`config.mk`:
```
export PLATFORM = sky130hd
export DESIGN_NAME = dss_sequencer
export DESIGN_NICKNAME = d
export VERILOG_FILES = /design/src/include/dss_pkg.sv /design/src/hw/dss_entry_timer.sv /design/src/hw/dss_sequencer.sv
export SDC_FILE = /design/constraint.sdc
export NUM_CORES = 1
export LEC_CHECK = 0
export ABC_AREA = 0
export ABC_CLOCK_PERIOD_IN_PS = 1600
export BUFFER_PORTS_ARGS = -buffer_cell sky130_fd_sc_hd__buf_2
export CAP_MARGIN = 20
export CORE_ASPECT_RATIO = 0.6
export CORE_MARGIN = 1.5
export CORE_UTILIZATION = 41
export CTS_CLUSTER_DIAMETER = 150
export CTS_CLUSTER_SIZE = 20
export DETAILED_ROUTE_END_ITERATION = 6
export PLACE_DENSITY = 0.87
export SYNTH_ARGS = -nofsm -noshare
export SYNTH_HDL_FRONTEND = slang
export SYNTH_SLANG_ARGS = --single-unit
```
`constraint.sdc`:
```
create_clock -name clk -period 1.6 [get_ports clk]
set_input_delay 0.16 -clock clk [delete_from_list [all_inputs] [get_ports clk]]
set_output_delay 0.16 -clock clk [all_outputs]
set_load 0.01 [all_outputs]
```
`src/include/dss_pkg.sv`:
```
/*
  Package of the deep sleep entry sequencer: instruction codes, revision
  codes, register and field positions, and entry timing.
  Assumes the processor core reports each retired instruction with a code.
*/
package dss_pkg;
  // Instruction classes reported by the core, one per instruction cycle
  typedef enum logic [1:0] {
    DSS_OP_OTHER = 2'h0,
    DSS_OP_NOP = 2'h1,
    DSS_OP_ARM = 2'h2,
    DSS_OP_SLEEP = 2'h3
  } dss_op_type;

  // Sequencer states
  typedef enum logic [2:0] {
    DSS_RUN,
    DSS_ENTRY,
    DSS_SLEEP,
    DSS_DEEP
  } dss_state_type;

  // Silicon revision codes, values arbitrary
  localparam logic [4:0] DSS_REV_EARLY = 5'h0_002;
  localparam logic [4:0] DSS_REV_LATE = 5'h0_004;

  // Control register field position and reset value
  localparam int DSS_ARM_BIT = 7;
  localparam logic [7:0] DSS_CTRL_RESET = 8'h00;

  // Configuration address of the revision word
  localparam logic [21:0] DSS_REVID_ADDR = 22'h3F_FFFE;

  // Entry period: 2 instruction cycles of 10 ns each
  localparam int DSS_ENTRY_NS = 20;
  localparam int DSS_CLK_NS = 10;
  localparam logic [1:0] DSS_ENTRY_CYC = 2'((DSS_ENTRY_NS + DSS_CLK_NS - 1) / DSS_CLK_NS);
  localparam logic [1:0] DSS_CNT_ZERO = 2'h0;
  localparam logic [1:0] DSS_CNT_ONE = 2'h1;
endpackage

```
`src/hw/dss_entry_timer.sv`:
```
/*
  Down counter for the deep sleep entry period.
  Assumes a single clock and a start pulse from the sequencer.
*/
`timescale 1ns/1ps
module dss_entry_timer (
  input wire logic clk,
  input wire logic rst_n,
  input wire logic start,
  output logic busy,
  output logic last
);
  import dss_pkg::*;
  logic [1:0] count;
  logic [1:0] next_count;

  // Load on start, count to zero
  always_comb begin
    next_count = count;
    if (start) begin
      next_count = DSS_ENTRY_CYC;
    end else if (count != DSS_CNT_ZERO) begin
      next_count = count - DSS_CNT_ONE;
    end
  end

  always_ff @(posedge clk or negedge rst_n) begin
    if (!rst_n) begin
      count <= DSS_CNT_ZERO;
    end else begin
      count <= next_count;
    end
  end

  assign busy = (count != DSS_CNT_ZERO);
  assign last = (count == DSS_CNT_ONE);
endmodule // dss_entry_timer

```
`src/hw/dss_sequencer.sv`:
```
/*
  Deep sleep entry sequencer: decides between conventional Sleep and Deep
  Sleep on each sleep instruction, runs the entry period, and handles wake.
  Assumes the core reports one instruction per clock (one instruction cycle)
  with a valid strobe, and that wake sources are synchronous levels/pulses.
*/
// Functional notes
// - Deep Sleep entry takes two instruction cycles after the sleep instruction.
// - Wake events arriving inside the entry period may be dropped.
// - Arm bit is bit 7 of control high register; selects Deep Sleep.
// - Later revision accepts at most one instruction between arming and sleep.
// - Later revision with one nop between arm and sleep loses no wakes.
// - Earlier revision: any instruction between arm and sleep gives conventional Sleep.
// - Later revision, sleep right after arm: Deep Sleep, lossy window kept.
// - Revision identifier readable through table read at configuration address.
`timescale 1ns/1ps
module dss_sequencer (
  input wire logic clk,
  input wire logic rst_n,
  input wire logic late_rev,
  input wire logic op_valid,
  input wire dss_pkg::dss_op_type op_code,
  input wire logic [7:0] ctrl_wdata,
  input wire logic table_rd,
  input wire logic [21:0] table_addr,
  input wire logic wake_event,
  output logic [7:0] ctrl_high,
  output logic [7:0] table_data,
  output logic core_halt,
  output logic in_sleep,
  output logic in_deep_sleep,
  output logic wake_resume,
  output logic wake_lost
);
  import dss_pkg::*;

  // Sequencer state. The core is stalled in every state but DSS_RUN, so any
  // instruction reported while in DSS_RUN counts as retired and is acted on.
  // Instructions reported while halted are ignored: a stalled core retires none.
  dss_state_type state;
  dss_state_type next_state;
  logic [7:0] next_ctrl_high;

  // Instructions retired since the last arming write, saturating at two.
  // Only 0 and 1 matter to the decision; two stands for any longer gap.
  logic [1:0] arm_gap;
  logic [1:0] next_arm_gap;

  // Set when exactly one nop sat between arming and sleep. Only then does the
  // later revision close the lossy entry window, so a plain instruction in the
  // same slot still gives Deep Sleep but without protection of wakes.
  logic guarded;
  logic next_guarded;

  // Next values of the registered outputs
  logic next_core_halt;
  logic next_in_sleep;
  logic next_in_deep;
  logic next_wake_resume;
  logic next_wake_lost;
  logic [7:0] next_table_data;

  // Entry period timer handshake: start is a one-cycle pulse on the sleep
  // that grants Deep Sleep; last marks the final cycle of the entry period.
  logic timer_start;
  logic timer_busy;
  logic timer_last;
  logic deep_ok;

  dss_entry_timer u_timer (
    .clk(clk),
    .rst_n(rst_n),
    .start(timer_start),
    .busy(timer_busy),
    .last(timer_last)
  );

  // Deep Sleep is granted by the arm bit and by how far the sleep trails the arming write.
  // The earlier revision loses the grant as soon as anything retires in between;
  // firmware that must run on both revisions should issue sleep right after arming.
  always_comb begin
    deep_ok = 1'b0;
    if (ctrl_high[DSS_ARM_BIT]) begin
      if (arm_gap == DSS_CNT_ZERO) begin
        deep_ok = 1'b1;
      end else if (arm_gap == DSS_CNT_ONE) begin
        deep_ok = late_rev;
      end else begin
        deep_ok = 1'b0;
      end
    end
  end

  // Sequencer, arm tracking and wake handling.
  // Wakes are only looked at while halted; a wake level in DSS_RUN is ignored,
  // since the core is running and has nothing to resume from.
  always_comb begin
    next_state = state;
    next_ctrl_high = ctrl_high;
    next_arm_gap = arm_gap;
    next_guarded = guarded;
    next_core_halt = core_halt;
    next_in_sleep = 1'b0;
    next_in_deep = 1'b0;
    next_wake_resume = 1'b0;
    next_wake_lost = 1'b0;
    timer_start = 1'b0;
    unique case (state)
      DSS_RUN: begin
        next_core_halt = 1'b0;
        if (op_valid) begin
          if (op_code == DSS_OP_ARM) begin
            next_ctrl_high = ctrl_wdata;
            next_arm_gap = DSS_CNT_ZERO;
            next_guarded = 1'b0;
          end else if (op_code == DSS_OP_SLEEP) begin
            next_core_halt = 1'b1;
            if (deep_ok) begin
              // A lone nop ahead of sleep on the later revision closes the lossy window
              next_guarded = late_rev && (arm_gap == DSS_CNT_ONE) && guarded;
              next_state = DSS_ENTRY;
              timer_start = 1'b1;
            end else begin
              next_state = DSS_SLEEP;
            end
          end else begin
            // Gap saturates at two: anything longer is treated alike
            if (arm_gap != DSS_ENTRY_CYC) begin
              next_arm_gap = arm_gap + DSS_CNT_ONE;
            end
            next_guarded = (op_code == DSS_OP_NOP) && (arm_gap == DSS_CNT_ZERO);
          end
        end
      end
      DSS_ENTRY: begin
        // Wakes resume the core at once only when guarded; otherwise they vanish here
        if (wake_event && !guarded) begin
          next_wake_lost = 1'b1;
        end
        if (timer_last) begin
          next_state = DSS_DEEP;
          if (wake_event && guarded) begin
            next_state = DSS_RUN;
            next_wake_resume = 1'b1;
            next_core_halt = 1'b0;
          end
        end else if (!timer_busy) begin
          next_state = DSS_DEEP;
        end
        if (guarded && wake_event && !timer_last) begin
          next_guarded = 1'b1;
          next_state = DSS_RUN;
          next_wake_resume = 1'b1;
          next_core_halt = 1'b0;
        end
      end
      DSS_SLEEP, DSS_DEEP: begin
        next_in_sleep = (state == DSS_SLEEP);
        next_in_deep = (state == DSS_DEEP);
        if (wake_event) begin
          // Resume at the instruction after sleep; arm bit drops on deep wake
          next_state = DSS_RUN;
          next_wake_resume = 1'b1;
          next_core_halt = 1'b0;
          next_in_sleep = 1'b0;
          next_in_deep = 1'b0;
          if (state == DSS_DEEP) begin
            next_ctrl_high[DSS_ARM_BIT] = 1'b0;
          end
        end
      end
      default: begin
        next_state = DSS_RUN;
      end
    endcase
  end

  // Revision word on table read of the configuration address.
  // Firmware reads it before choosing the nop-guarded entry sequence;
  // any other address reads back zero, as no other table words exist here.
  always_comb begin
    next_table_data = table_data;
    if (table_rd) begin
      next_table_data = (table_addr == DSS_REVID_ADDR) ?
        {3'h0, (late_rev ? DSS_REV_LATE : DSS_REV_EARLY)} : 8'h00;
    end
  end


  // Register stage: every output of the block comes straight from here,
  // so the core never sees a combinational path from its own strobes.
  always_ff @(posedge clk or negedge rst_n) begin
    if (!rst_n) begin
      state <= DSS_RUN;
      ctrl_high <= DSS_CTRL_RESET;
      arm_gap <= DSS_ENTRY_CYC;
      guarded <= 1'b0;
      core_halt <= 1'b0;
      in_sleep <= 1'b0;
      in_deep_sleep <= 1'b0;
      wake_resume <= 1'b0;
      wake_lost <= 1'b0;
      table_data <= 8'h00;
    end else begin
      state <= next_state;
      ctrl_high <= next_ctrl_high;
      arm_gap <= next_arm_gap;
      guarded <= next_guarded;
      core_halt <= next_core_halt;
      in_sleep <= next_in_sleep;
      in_deep_sleep <= next_in_deep;
      wake_resume <= next_wake_resume;
      wake_lost <= next_wake_lost;
      table_data <= next_table_data;
    end
  end
endmodule // dss_sequencer

```
==> results of run 1 <==
area by class of cell:
cell class              count  area share (%)
multi-input cells          80            37.8
flip-flops and latches     22            33.8
repair buffers             57            18.4
well taps                  42            3.22
clock buffers               3            2.53
inverters                  10            2.30
clock inverters             1            1.84
synth_stat cells, types with 3 or more instances:
cell type   n
nand4_1     5
mux2_2      7
ha_1        9
nand2_1     4
nor2_1      4
o21ai_0     3
inv_1      10
nand3_1     3
a21oi_1     5
buf_4       6
dfrtp_1    21
nor2b_1     4
layer usage:
metal / up-vias / wire (um) / part of all wire, %
li1: 521 / - / -
met1: 470 / 1290 / 46
met2: 44 / 1260 / 45
met3: 4 / 205 / 7.4
met4: 0 / 25 / 0.90
met5: - / 0 / 0
worst min-delay path by stage:
stage,cells after the start,end,slack (ns),startpoint
final,2,table_data[1]$_DFFE_PN0P_,0.10,table_rd
after global routing,2,table_data[1]$_DFFE_PN0P_,0.11,table_rd
after CTS,2,table_data[1]$_DFFE_PN0P_,0.1,table_rd
after detailed placement,1,in_deep_sleep$_DFF_PN0_,0.15,rst_n
after global placement,1,in_sleep$_DFF_PN0_,0.15,rst_n
after floorplan,0,arm_gap[0]$_DFFE_PN0P_,-0.14,rst_n
logic make-up after synthesis:
family / Yosys count / synth area share, %
other cells: 1 / 0.306
buf+inv: 18 / 7.46
fa+ha+maj: 9 / 9.20
flops: 22 / 45.1
mux: 8 / 7.26
xor+xnor: 1 / 0.716
compound gates: 24 / 14.4
simple gates: 32 / 15.5
critical path, delay by kind of cell (launching register included):
family,cells,cell delay [ns]
flops,1,0.38
buf+inv,1,0.09
compound gates,3,0.76
fa+ha+maj,1,0.24
sequential cells by signal (all words and copies together) (netlist names):
name / flops
ctrl_high: 8
arm_gap: 2
state: 2
table_data: 2
u_timer.count: 2
core_halt: 1
guarded: 1
in_deep_sleep: 1
in_sleep: 1
wake_lost: 1
wake_resume: 1
power by group:
part | total (mW) | leakage, nW | switching (mW) | internal [mW]
clock network | 0.520 | 0.0357 | 0.185 | 0.334
registers | 0.920 | 0.277 | 0.131 | 0.789
logic | 1.23 | 0.510 | 0.621 | 0.612
total | 2.67 | 0.823 | 0.937 | 1.74
timing repair:
action                     4_1_cts  5_1_grt
pin swaps                        0        3
hold buffers                     1        0
hold endpoints to repair        21        0
buffers inserted                 0        0
setup endpoints to repair        3        3
resized for setup                4        2
through the flow:
stage | TNS, ns | util [%] | hold WS (ns)
3_3_place_gp | 0 | 53.7 | 0.147
6_report | 0 | 57.1 | 0.101
5_1_grt | -0.147 | 57.1 | 0.114
3_5_place_dp | -0.0506 | 53.7 | 0.148
4_1_cts | 0 | 57.0 | 0.0978
2_1_floorplan | 0 | - | -0.136
==> results.ini, run 1 <==
[route]
wire_per_inst_um=13.0
drc=0
drt-initial-drc-count=22
first_pass_iters=4
ant_nets=0
vias_per_cell=4.83
drt_wl_total_um=2790
num_vias=1039

[sta]
timing.final.crit_period_ns=1.55
fmax_mhz=646
fin_skew_ns=0.00178
period_share_pct=96.8
hold_viol_final=0
rsz0062_at_grt=yes
worst_slack_ns=0.0512
finalSetupViolCount=0
drv_slew=0

[clock_tree]
cts_tree=built
ctsLongestPathBuffers=2
htreeDepth=1
root_buffer=clkbuf_8
cts_num_sinks=22
cts.clk_slew.worst_paths_ns=0.08
cts_buffers=3
clock_latency_ns=0.27

[logic_synthesis]
yosysWarnings=0
syn-cell-area_um2=1220
synthTopCellsByArea=dfrtp_1, ha_1, mux2_2, buf_4, inv_1
syn_area_per_cell_um2=10.6
synth_seq_cells=22
syn_inst=115
yosysSeqAreaShare_pct=45.1
yosys.area.top_type_share_pct=42.9
synth_cell_type_count=41
synthArstFlopShare_pct=100
synth_ff_type=dfrtp_1
synth_top_cell_by_area=dfrtp_1
synth_edf_count=0

[final_layout]
multiInputGateArea_um2=617
area_growth_pct=33.2
antenna_cells=0
final_cell_mix=buf_2, dfrtp_1, inv_1
final_common_cell=buf_2
nFillCells=256
regArea_um2=552
instances_no_fill=215
drive_above_1_share_pct=42.8
nNetsFinal=221
fin_area_um2=1630

[placement]
gp_congestion=0.811
placed_cell_area_um2=1530
place_inst=210
portBuffers=52
dp.final_hpwl_um=2220
dp_slack_ns=-0.0495

[floorplanning]
start_util_pct=42.9
ioPinCount=59
die_area_um2=3330
num_rows=15
fp.dieH_um=45.3
die_w_um=73.5
core_um2=2850

[critical_path]
path_max_fanout=9
ff2ff_path_depth=5
cp-startpoint=state[1]$_DFFE_PN0P_
path_cells=inv_1, ha_2, a21boi_0, a2111o_1, a22oi_1
rr_endpoint=state[0]$_DFFE_PN0P_
slowest_stage=a2111o_1
crit_end=state[0]$_DFFE_PN0P_
crit_type=flop to flop
rrSetupSlack_ns=0.05
end_kind=flop
cp.arrival_ns=1.73
slowest_delay_ns=0.42
start_kind=flop
critPathRequiredTime_ns=1.78
r2r-start=state[1]$_DFFE_PN0P_

[global_route]
top_usage_layer=met2
grt_pass1_wl_um=4110
first_global_vias=894
grtUsageMet1_pct=23.3
grt.total_usage_pct=16.6
overflow=0
grt_use_met3_pct=4.91
antenna_found_initial=0
use_met2_pct=24.7
grt_max_degree=23

[worst_hold_path]
min-delay-path-class=input pin to flop

[outcome]
status=completed

[pwr]
power_leakage_nw=0.823
ir_worst_vdd_mv=0.714
p_per_area_nw_per_um2=1640
p_total_mw=2.67

[job]
maxCapViolations=0

(Power assumes the default switching activity.)
==> run 2: changes to the inputs <==
Settings changed: PLACE_DENSITY 0.87 to 0.84.
==> run 2 against run 1 <==
  * Final area up 1.8%
  * Critical path depth unchanged
  * Sequential cell count unchanged
  * Combinational power up 6%
  * Power up 2.5%
  * Setup slack worse by 0.013 ns
  * Clock skew down 0.00071 ns
  * Worst hold slack better by 0.0069 ns
  * Fmax down 0.81%
  * Cell count up 0.47%
  * Sequential power up 0.7%
  * Critical path type unchanged
  * Largest cell class unchanged
==> results.ini, run 2 (synthesized netlist as in run 1, its figures left out) <==
[clock_tree]
cts_buffers=3  ; unchanged
cts.clk_slew.worst_paths_ns=0.08  ; about the same
cts_tree=built  ; unchanged
ctsLongestPathBuffers=2  ; unchanged
root_buffer=clkbuf_8  ; unchanged
clock_latency_ns=0.26  ; was 0.27 ns
htreeDepth=1  ; unchanged
cts_num_sinks=22  ; unchanged

[sta]
period_share_pct=97.6  ; was 96.8%
fin_skew_ns=0.00107  ; was 0.00178 ns
finalSetupViolCount=0  ; unchanged
hold_slack_ns=0.108  ; was 0.101 ns
setup_tns_ns=0  ; unchanged
hold_viol_final=0  ; unchanged
fmax_mhz=640  ; was 646 MHz
drv_slew=0  ; unchanged
timing.final.crit_period_ns=1.56  ; was 1.55 ns

[placement]
portBuffers=52  ; unchanged
dp.final_hpwl_um=2090  ; was 2220 um
gp_congestion=0.787  ; was 0.811

[final_layout]
drive_above_1_share_pct=45.4  ; was 42.8%
final_cell_mix=buf_2, dfrtp_1, inv_1  ; unchanged
final_common_cell=buf_2  ; unchanged
largest_reg_flops=8  ; unchanged
nNetsFinal=222  ; was 221
regMostFlops=ctrl_high  ; unchanged
nFillCells=244  ; was 256
antenna_cells=0  ; unchanged
area_growth_pct=35.7  ; was 33.2%
post-route-util_pct=58.2  ; was 57.1%

[route]
first_pass_iters=4  ; unchanged
drt-initial-drc-count=37  ; was 22
drc=0  ; unchanged
drt_wl_total_um=2690  ; was 2790 um
ant_nets=0  ; unchanged
wire_per_inst_um=12.5  ; was 13.0 um
vias_per_cell=4.95  ; was 4.83
num_vias=1070  ; was 1039

[worst_hold_path]
worstHoldPathCells=2  ; unchanged
holdPathEnd=table_data[1]$_DFFE_PN0P_  ; unchanged
min-delay-path-class=input pin to flop  ; unchanged
worstHoldStart=table_rd  ; unchanged

[critical_path]
rr_endpoint=ctrl_high[7]$_DFFE_PN0P_  ; was state[0]$_DFFE_PN0P_
ff2ff_path_depth=5  ; unchanged
path_max_fanout=6  ; was 9
rrSetupSlack_ns=0.04  ; was 0.05 ns
end_kind=flop  ; unchanged
cp.arrival_ns=1.69  ; was 1.73 ns
start_kind=flop  ; unchanged
crit_type=flop to flop  ; unchanged
r2r-start=state[0]$_DFFE_PN0P_  ; was state[1]$_DFFE_PN0P_
critPathRequiredTime_ns=1.73  ; was 1.78 ns

[pwr]
p_total_mw=2.74  ; was 2.67 mW
p_per_area_nw_per_um2=1650  ; was 1640 nW/um^2
ir_worst_vdd_mv=0.779  ; was 0.714 mV
power_leakage_nw=0.828  ; was 0.823 nW

[floorplanning]
die_area_um2=3330  ; unchanged
num_rows=15  ; unchanged
start_util_pct=42.9  ; unchanged
fp.dieH_um=45.3  ; unchanged
ioPinCount=59  ; unchanged
die_w_um=73.5  ; unchanged
core_um2=2850  ; unchanged

[global_route]
overflow=0  ; unchanged
first_global_vias=884  ; was 894
grt_pass1_wl_um=4040  ; was 4110 um
grt.total_usage_pct=16.2  ; was 16.6%
grt_max_degree=23  ; unchanged
antenna_found_initial=0  ; unchanged

[job]
maxCapViolations=0  ; unchanged

[outcome]
status=completed  ; unchanged

run 2: cell count changes in the layout (fill, tap and decap cells not counted), sizes merged:
| cell | previous run | this run |
|---|---|---|
| buf | 56 | 57 |
run 2: worst max-delay path by stage:
stage / startpoint / endpoint / slack [ns] / cells past startpoint
final: state[0]$_DFFE_PN0P_ / ctrl_high[7]$_DFFE_PN0P_ / 0.04 / 5
after global routing: state[0]$_DFFE_PN0P_ / ctrl_high[7]$_DFFE_PN0P_ / -0.006 / 5
after CTS: state[0]$_DFFE_PN0P_ / state[0]$_DFFE_PN0P_ / 0.003 / 5
after detailed placement: state[0]$_DFFE_PN0P_ / ctrl_high[7]$_DFFE_PN0P_ / -0.004 / 5
after global placement: state[0]$_DFFE_PN0P_ / state[0]$_DFFE_PN0P_ / 0.03 / 5
after floorplan: state[0]$_DFFE_PN0P_ / ctrl_high[0]$_DFFE_PN0P_ / 0.07 / 5
run 2: repair_timing:
action / in CTS / in global routing
hold buffers: 1 / 0
setup buffers: 1 / 0
pin swaps: 0 / 3
endpoints found under the setup margin: 2 / 9
gates resized for setup: 2 / 10
hold endpoints to repair: 21 / 0
run 2: critical path, cell delays in order (launching register included):
cell and delay (ns):
dfrtp_1 0.39, inv_2 0.08, ha_2 0.20, o21ba_4 0.24
a2111oi_1 0.36, o22ai_1 0.15
run 2: area by class of cell:
type,count,area [um^2],share of cell area (%)
clock buffers,3,41.3,2.49
clock inverters,1,30.0,1.81
inverters,10,37.5,2.26
multi-input cells,80,639,38.5
flip-flops and latches,22,552,33.2
well taps,42,52.6,3.17
repair buffers,58,308,18.5
run 2: where the power goes:
group	internal, mW	switching (mW)
Clock	0.334	0.177
Combinational	0.658	0.645
Sequential	0.789	0.137
run 2: stage by stage:
stage               cell area [um^2]  setup WS [ns]  instances
floorplan                       1240         0.0697        120
global placement                1530         0.0259        210
detailed placement              1530       -0.00395        210
CTS                             1630        0.00289        216
global route                    1660       -0.00608        216
finish                          1660         0.0385        216
run 2: layer usage:
metal | part of all wire (%) | wire length (um) | GRT usage, % | vias to the layer above
met1 | 50 | 1340 | 25.3 | 507
li1 | - | - | - | 526
met3 | 5.4 | 146 | 4.91 | 2
met4 | 0.48 | 13 | 2.22 | 0
met5 | 0 | 0 | 0 | -
met2 | 44 | 1190 | 22.0 | 35
==> run 3: changes to the inputs <==
Settings changed: ABC_CLOCK_PERIOD_IN_PS 1600 to 1300.
Clock period 1.6 ns to 1.3 ns, I/O delays scaled along.
==> run 3 against run 2 <==
  * The run now ends with setup timing left
  * Via count rose by 14%
  * Clock power rose by 24%
  * Non-clock buffer count rose by 13
  * Critical path depth did not move
  * Combinational power rose by 91%
  * Sequential power rose by 29%
  * Core utilization rose by 9.5 points
  * Critical endpoint unchanged
  * Largest cell class unchanged
==> results.ini, run 3 (synthesized netlist as in run 1, its figures left out) <==
[outcome]
status=finished with violations  ; was completed
violations=setup timing

[critical_path]
path_cells=inv_2, ha_4, o21ba_4, a2111oi_2, o22ai_2  ; was inv_2, ha_2, o21ba_4, a2111oi_1, o22ai_1
cp.arrival_ns=1.73  ; was 1.69 ns
critPathRequiredTime_ns=1.43  ; was 1.73 ns
path_buf_inv=1  ; unchanged
crit_family=compound AO/OA/AOI/OAI gates  ; unchanged
slowest_delay_ns=0.42  ; was 0.39 ns
path_max_fanout=5  ; was 6
start_kind=flop  ; unchanged
slowest_stage=dfrtp_1  ; unchanged
crit_type=flop to flop  ; unchanged
end_kind=flop  ; unchanged

[global_route]
grt_max_degree=23  ; unchanged
grt_pass1_wl_um=5200  ; was 4040 um
first_global_vias=1133  ; was 884
overflow=0  ; unchanged
antenna_found_initial=0  ; unchanged
grt.total_usage_pct=21.3  ; was 16.2%

[floorplanning]
num_rows=15  ; unchanged
die_area_um2=3330  ; unchanged
start_util_pct=42.9  ; unchanged
ioPinCount=59  ; unchanged
fp.dieH_um=45.3  ; unchanged
core_um2=2850  ; unchanged
die_w_um=73.5  ; unchanged

[pwr]
p_seq_share_pct=27.7  ; was 33.8%
p_clk_share_pct=14.7  ; was 18.7%
p_total_mw=4.31  ; was 2.74 mW
internal_power_mw=2.70  ; was 1.78 mW
power_leakage_nw=0.946  ; was 0.828 nW
ir_worst_vdd_mv=0.817  ; was 0.779 mV
switching_share_pct=37.3  ; was 35.0%
p_per_area_nw_per_um2=2230  ; was 1650 nW/um^2
combPwrFrac_pct=57.6  ; was 47.6%
p_sw_mw=1.61  ; was 0.959 mW

[clock_tree]
cts_tree=built  ; unchanged
clock_latency_ns=0.26  ; about the same
ctsLongestPathBuffers=2  ; unchanged
cts_buffers=3  ; unchanged
root_buffer=clkbuf_8  ; unchanged
cts_num_sinks=22  ; unchanged
cts.clk_slew.worst_paths_ns=0.08  ; about the same
htreeDepth=1  ; unchanged

[final_layout]
nNetsFinal=235  ; was 222
antenna_cells=0  ; unchanged
final_common_cell=buf_2  ; unchanged
post-route-util_pct=67.7  ; was 58.2%
nFillCells=186  ; was 244
drive_above_1_share_pct=59.4  ; was 45.4%
largest_reg_flops=8  ; unchanged
regMostFlops=ctrl_high  ; unchanged
final_cell_mix=buf_2, dfrtp_1, buf_4  ; was buf_2, dfrtp_1, inv_1
area_growth_pct=57.9  ; was 35.7%

[worst_hold_path]
min-delay-path-class=input pin to flop  ; unchanged

[sta]
hold_slack_ns=0.0743  ; was 0.108 ns
timing.final.crit_period_ns=1.60  ; was 1.56 ns
fmax_mhz=624  ; was 640 MHz
finalSetupViolCount=14  ; was 0
setup_tns_ns=-2.71  ; was 0 ns
drv_slew=0  ; unchanged
fin_skew_ns=0.00391  ; was 0.00107 ns
rsz0062_at_grt=yes
worst_slack_ns=-0.303  ; was 0.0385 ns
hold_viol_final=0  ; unchanged
period_share_pct=123  ; was 97.6%

[route]
num_vias=1221  ; was 1070
drt-initial-drc-count=66  ; was 37
drt_wl_total_um=3880  ; was 2690 um
wire_per_inst_um=16.9  ; was 12.5 um
first_pass_iters=4  ; unchanged
vias_per_cell=5.33  ; was 4.95
drc=0  ; unchanged
ant_nets=0  ; unchanged

[placement]
gp_congestion=0.770  ; was 0.787
portBuffers=52  ; unchanged
dp_slack_ns=-0.245  ; was -0.00395 ns
dp.final_hpwl_um=2320  ; was 2090 um

[job]
maxCapViolations=0  ; unchanged

==> run 3: cell count changes in the layout (fill, tap and decap cells not counted), sizes merged <==
cell	previous run	this run
buf	57	70
==> run 3: worst register-to-register path, stage by stage, from the launching register on <==
cell and delay, ns:
dfrtp_1 0.42, inv_2 0.10, ha_4 0.17, o21ba_4 0.23, a2111oi_2 0.41, o22ai_2 0.14
==> run 3: repair_timing <==
item | in CTS | in global routing
pin swaps | 10 | 6
hold buffers | 1 | 0
gates cloned | 0 | 0
buffers inserted | 5 | 2
endpoints found under the setup margin | 16 | 16
endpoints found under the hold margin | 21 | 0
resized for setup | 24 | 15
==> run 3: final timing paths <==
path	from	endpoint	slack (ns)	depth (start not counted)
max	state[0]$_DFFE_PN0P_	ctrl_high[7]$_DFFE_PN0P_	-0.30	5
min	table_rd	table_data[1]$_DFFE_PN0P_	0.07	2
max reg2reg	state[0]$_DFFE_PN0P_	ctrl_high[7]$_DFFE_PN0P_	-0.30	5
min reg2reg	ctrl_high[1]$_DFFE_PN0P_	ctrl_high[1]$_DFFE_PN0P_	0.50	1
max in group asynchronous	rst_n	arm_gap[0]$_DFFE_PN0P_	0.57	2
min in group asynchronous	rst_n	state[0]$_DFFE_PN0P_	0.36	2
==> run 3: layout make-up <==
class | count | area [um^2] | area share, %
clock buffers | 3 | 41.3 | 2.14
clock inverters | 1 | 30.0 | 1.55
inverters | 10 | 37.5 | 1.94
multi-input cells | 80 | 803 | 41.6
flip-flops and latches | 22 | 554 | 28.7
well taps | 42 | 52.6 | 2.72
repair buffers | 71 | 413 | 21.4
==> run 3: through the flow <==
step           instance area (um^2)  std cells
4_1_cts                        1850        228
2_1_floorplan                  1290        120
3_3_place_gp                   1630        218
3_5_place_dp                   1630        218
5_1_grt                        1930        229
6_report                       1930        229
==> run 3: power by group through the flow <==
stage               Combinational [mW]  Clock (mW)  Sequential, mW
floorplan                        0.987           0            1.22
global placement                  1.64           0            1.13
detailed placement                1.72           0            1.16
CTS                               2.11       0.647            1.16
global route                      2.69       0.684            1.23
finish                            2.48       0.635            1.19
==> run 3: per-layer routing <==
layer | up-vias | share of wire [%] | track usage, %
li1 | 554 | - | -
met1 | 592 | 41 | 24.3
met2 | 60 | 51 | 38.7
met3 | 15 | 5.1 | 5.13
met4 | 0 | 3.1 | 8.89
met5 | - | 0 | 0
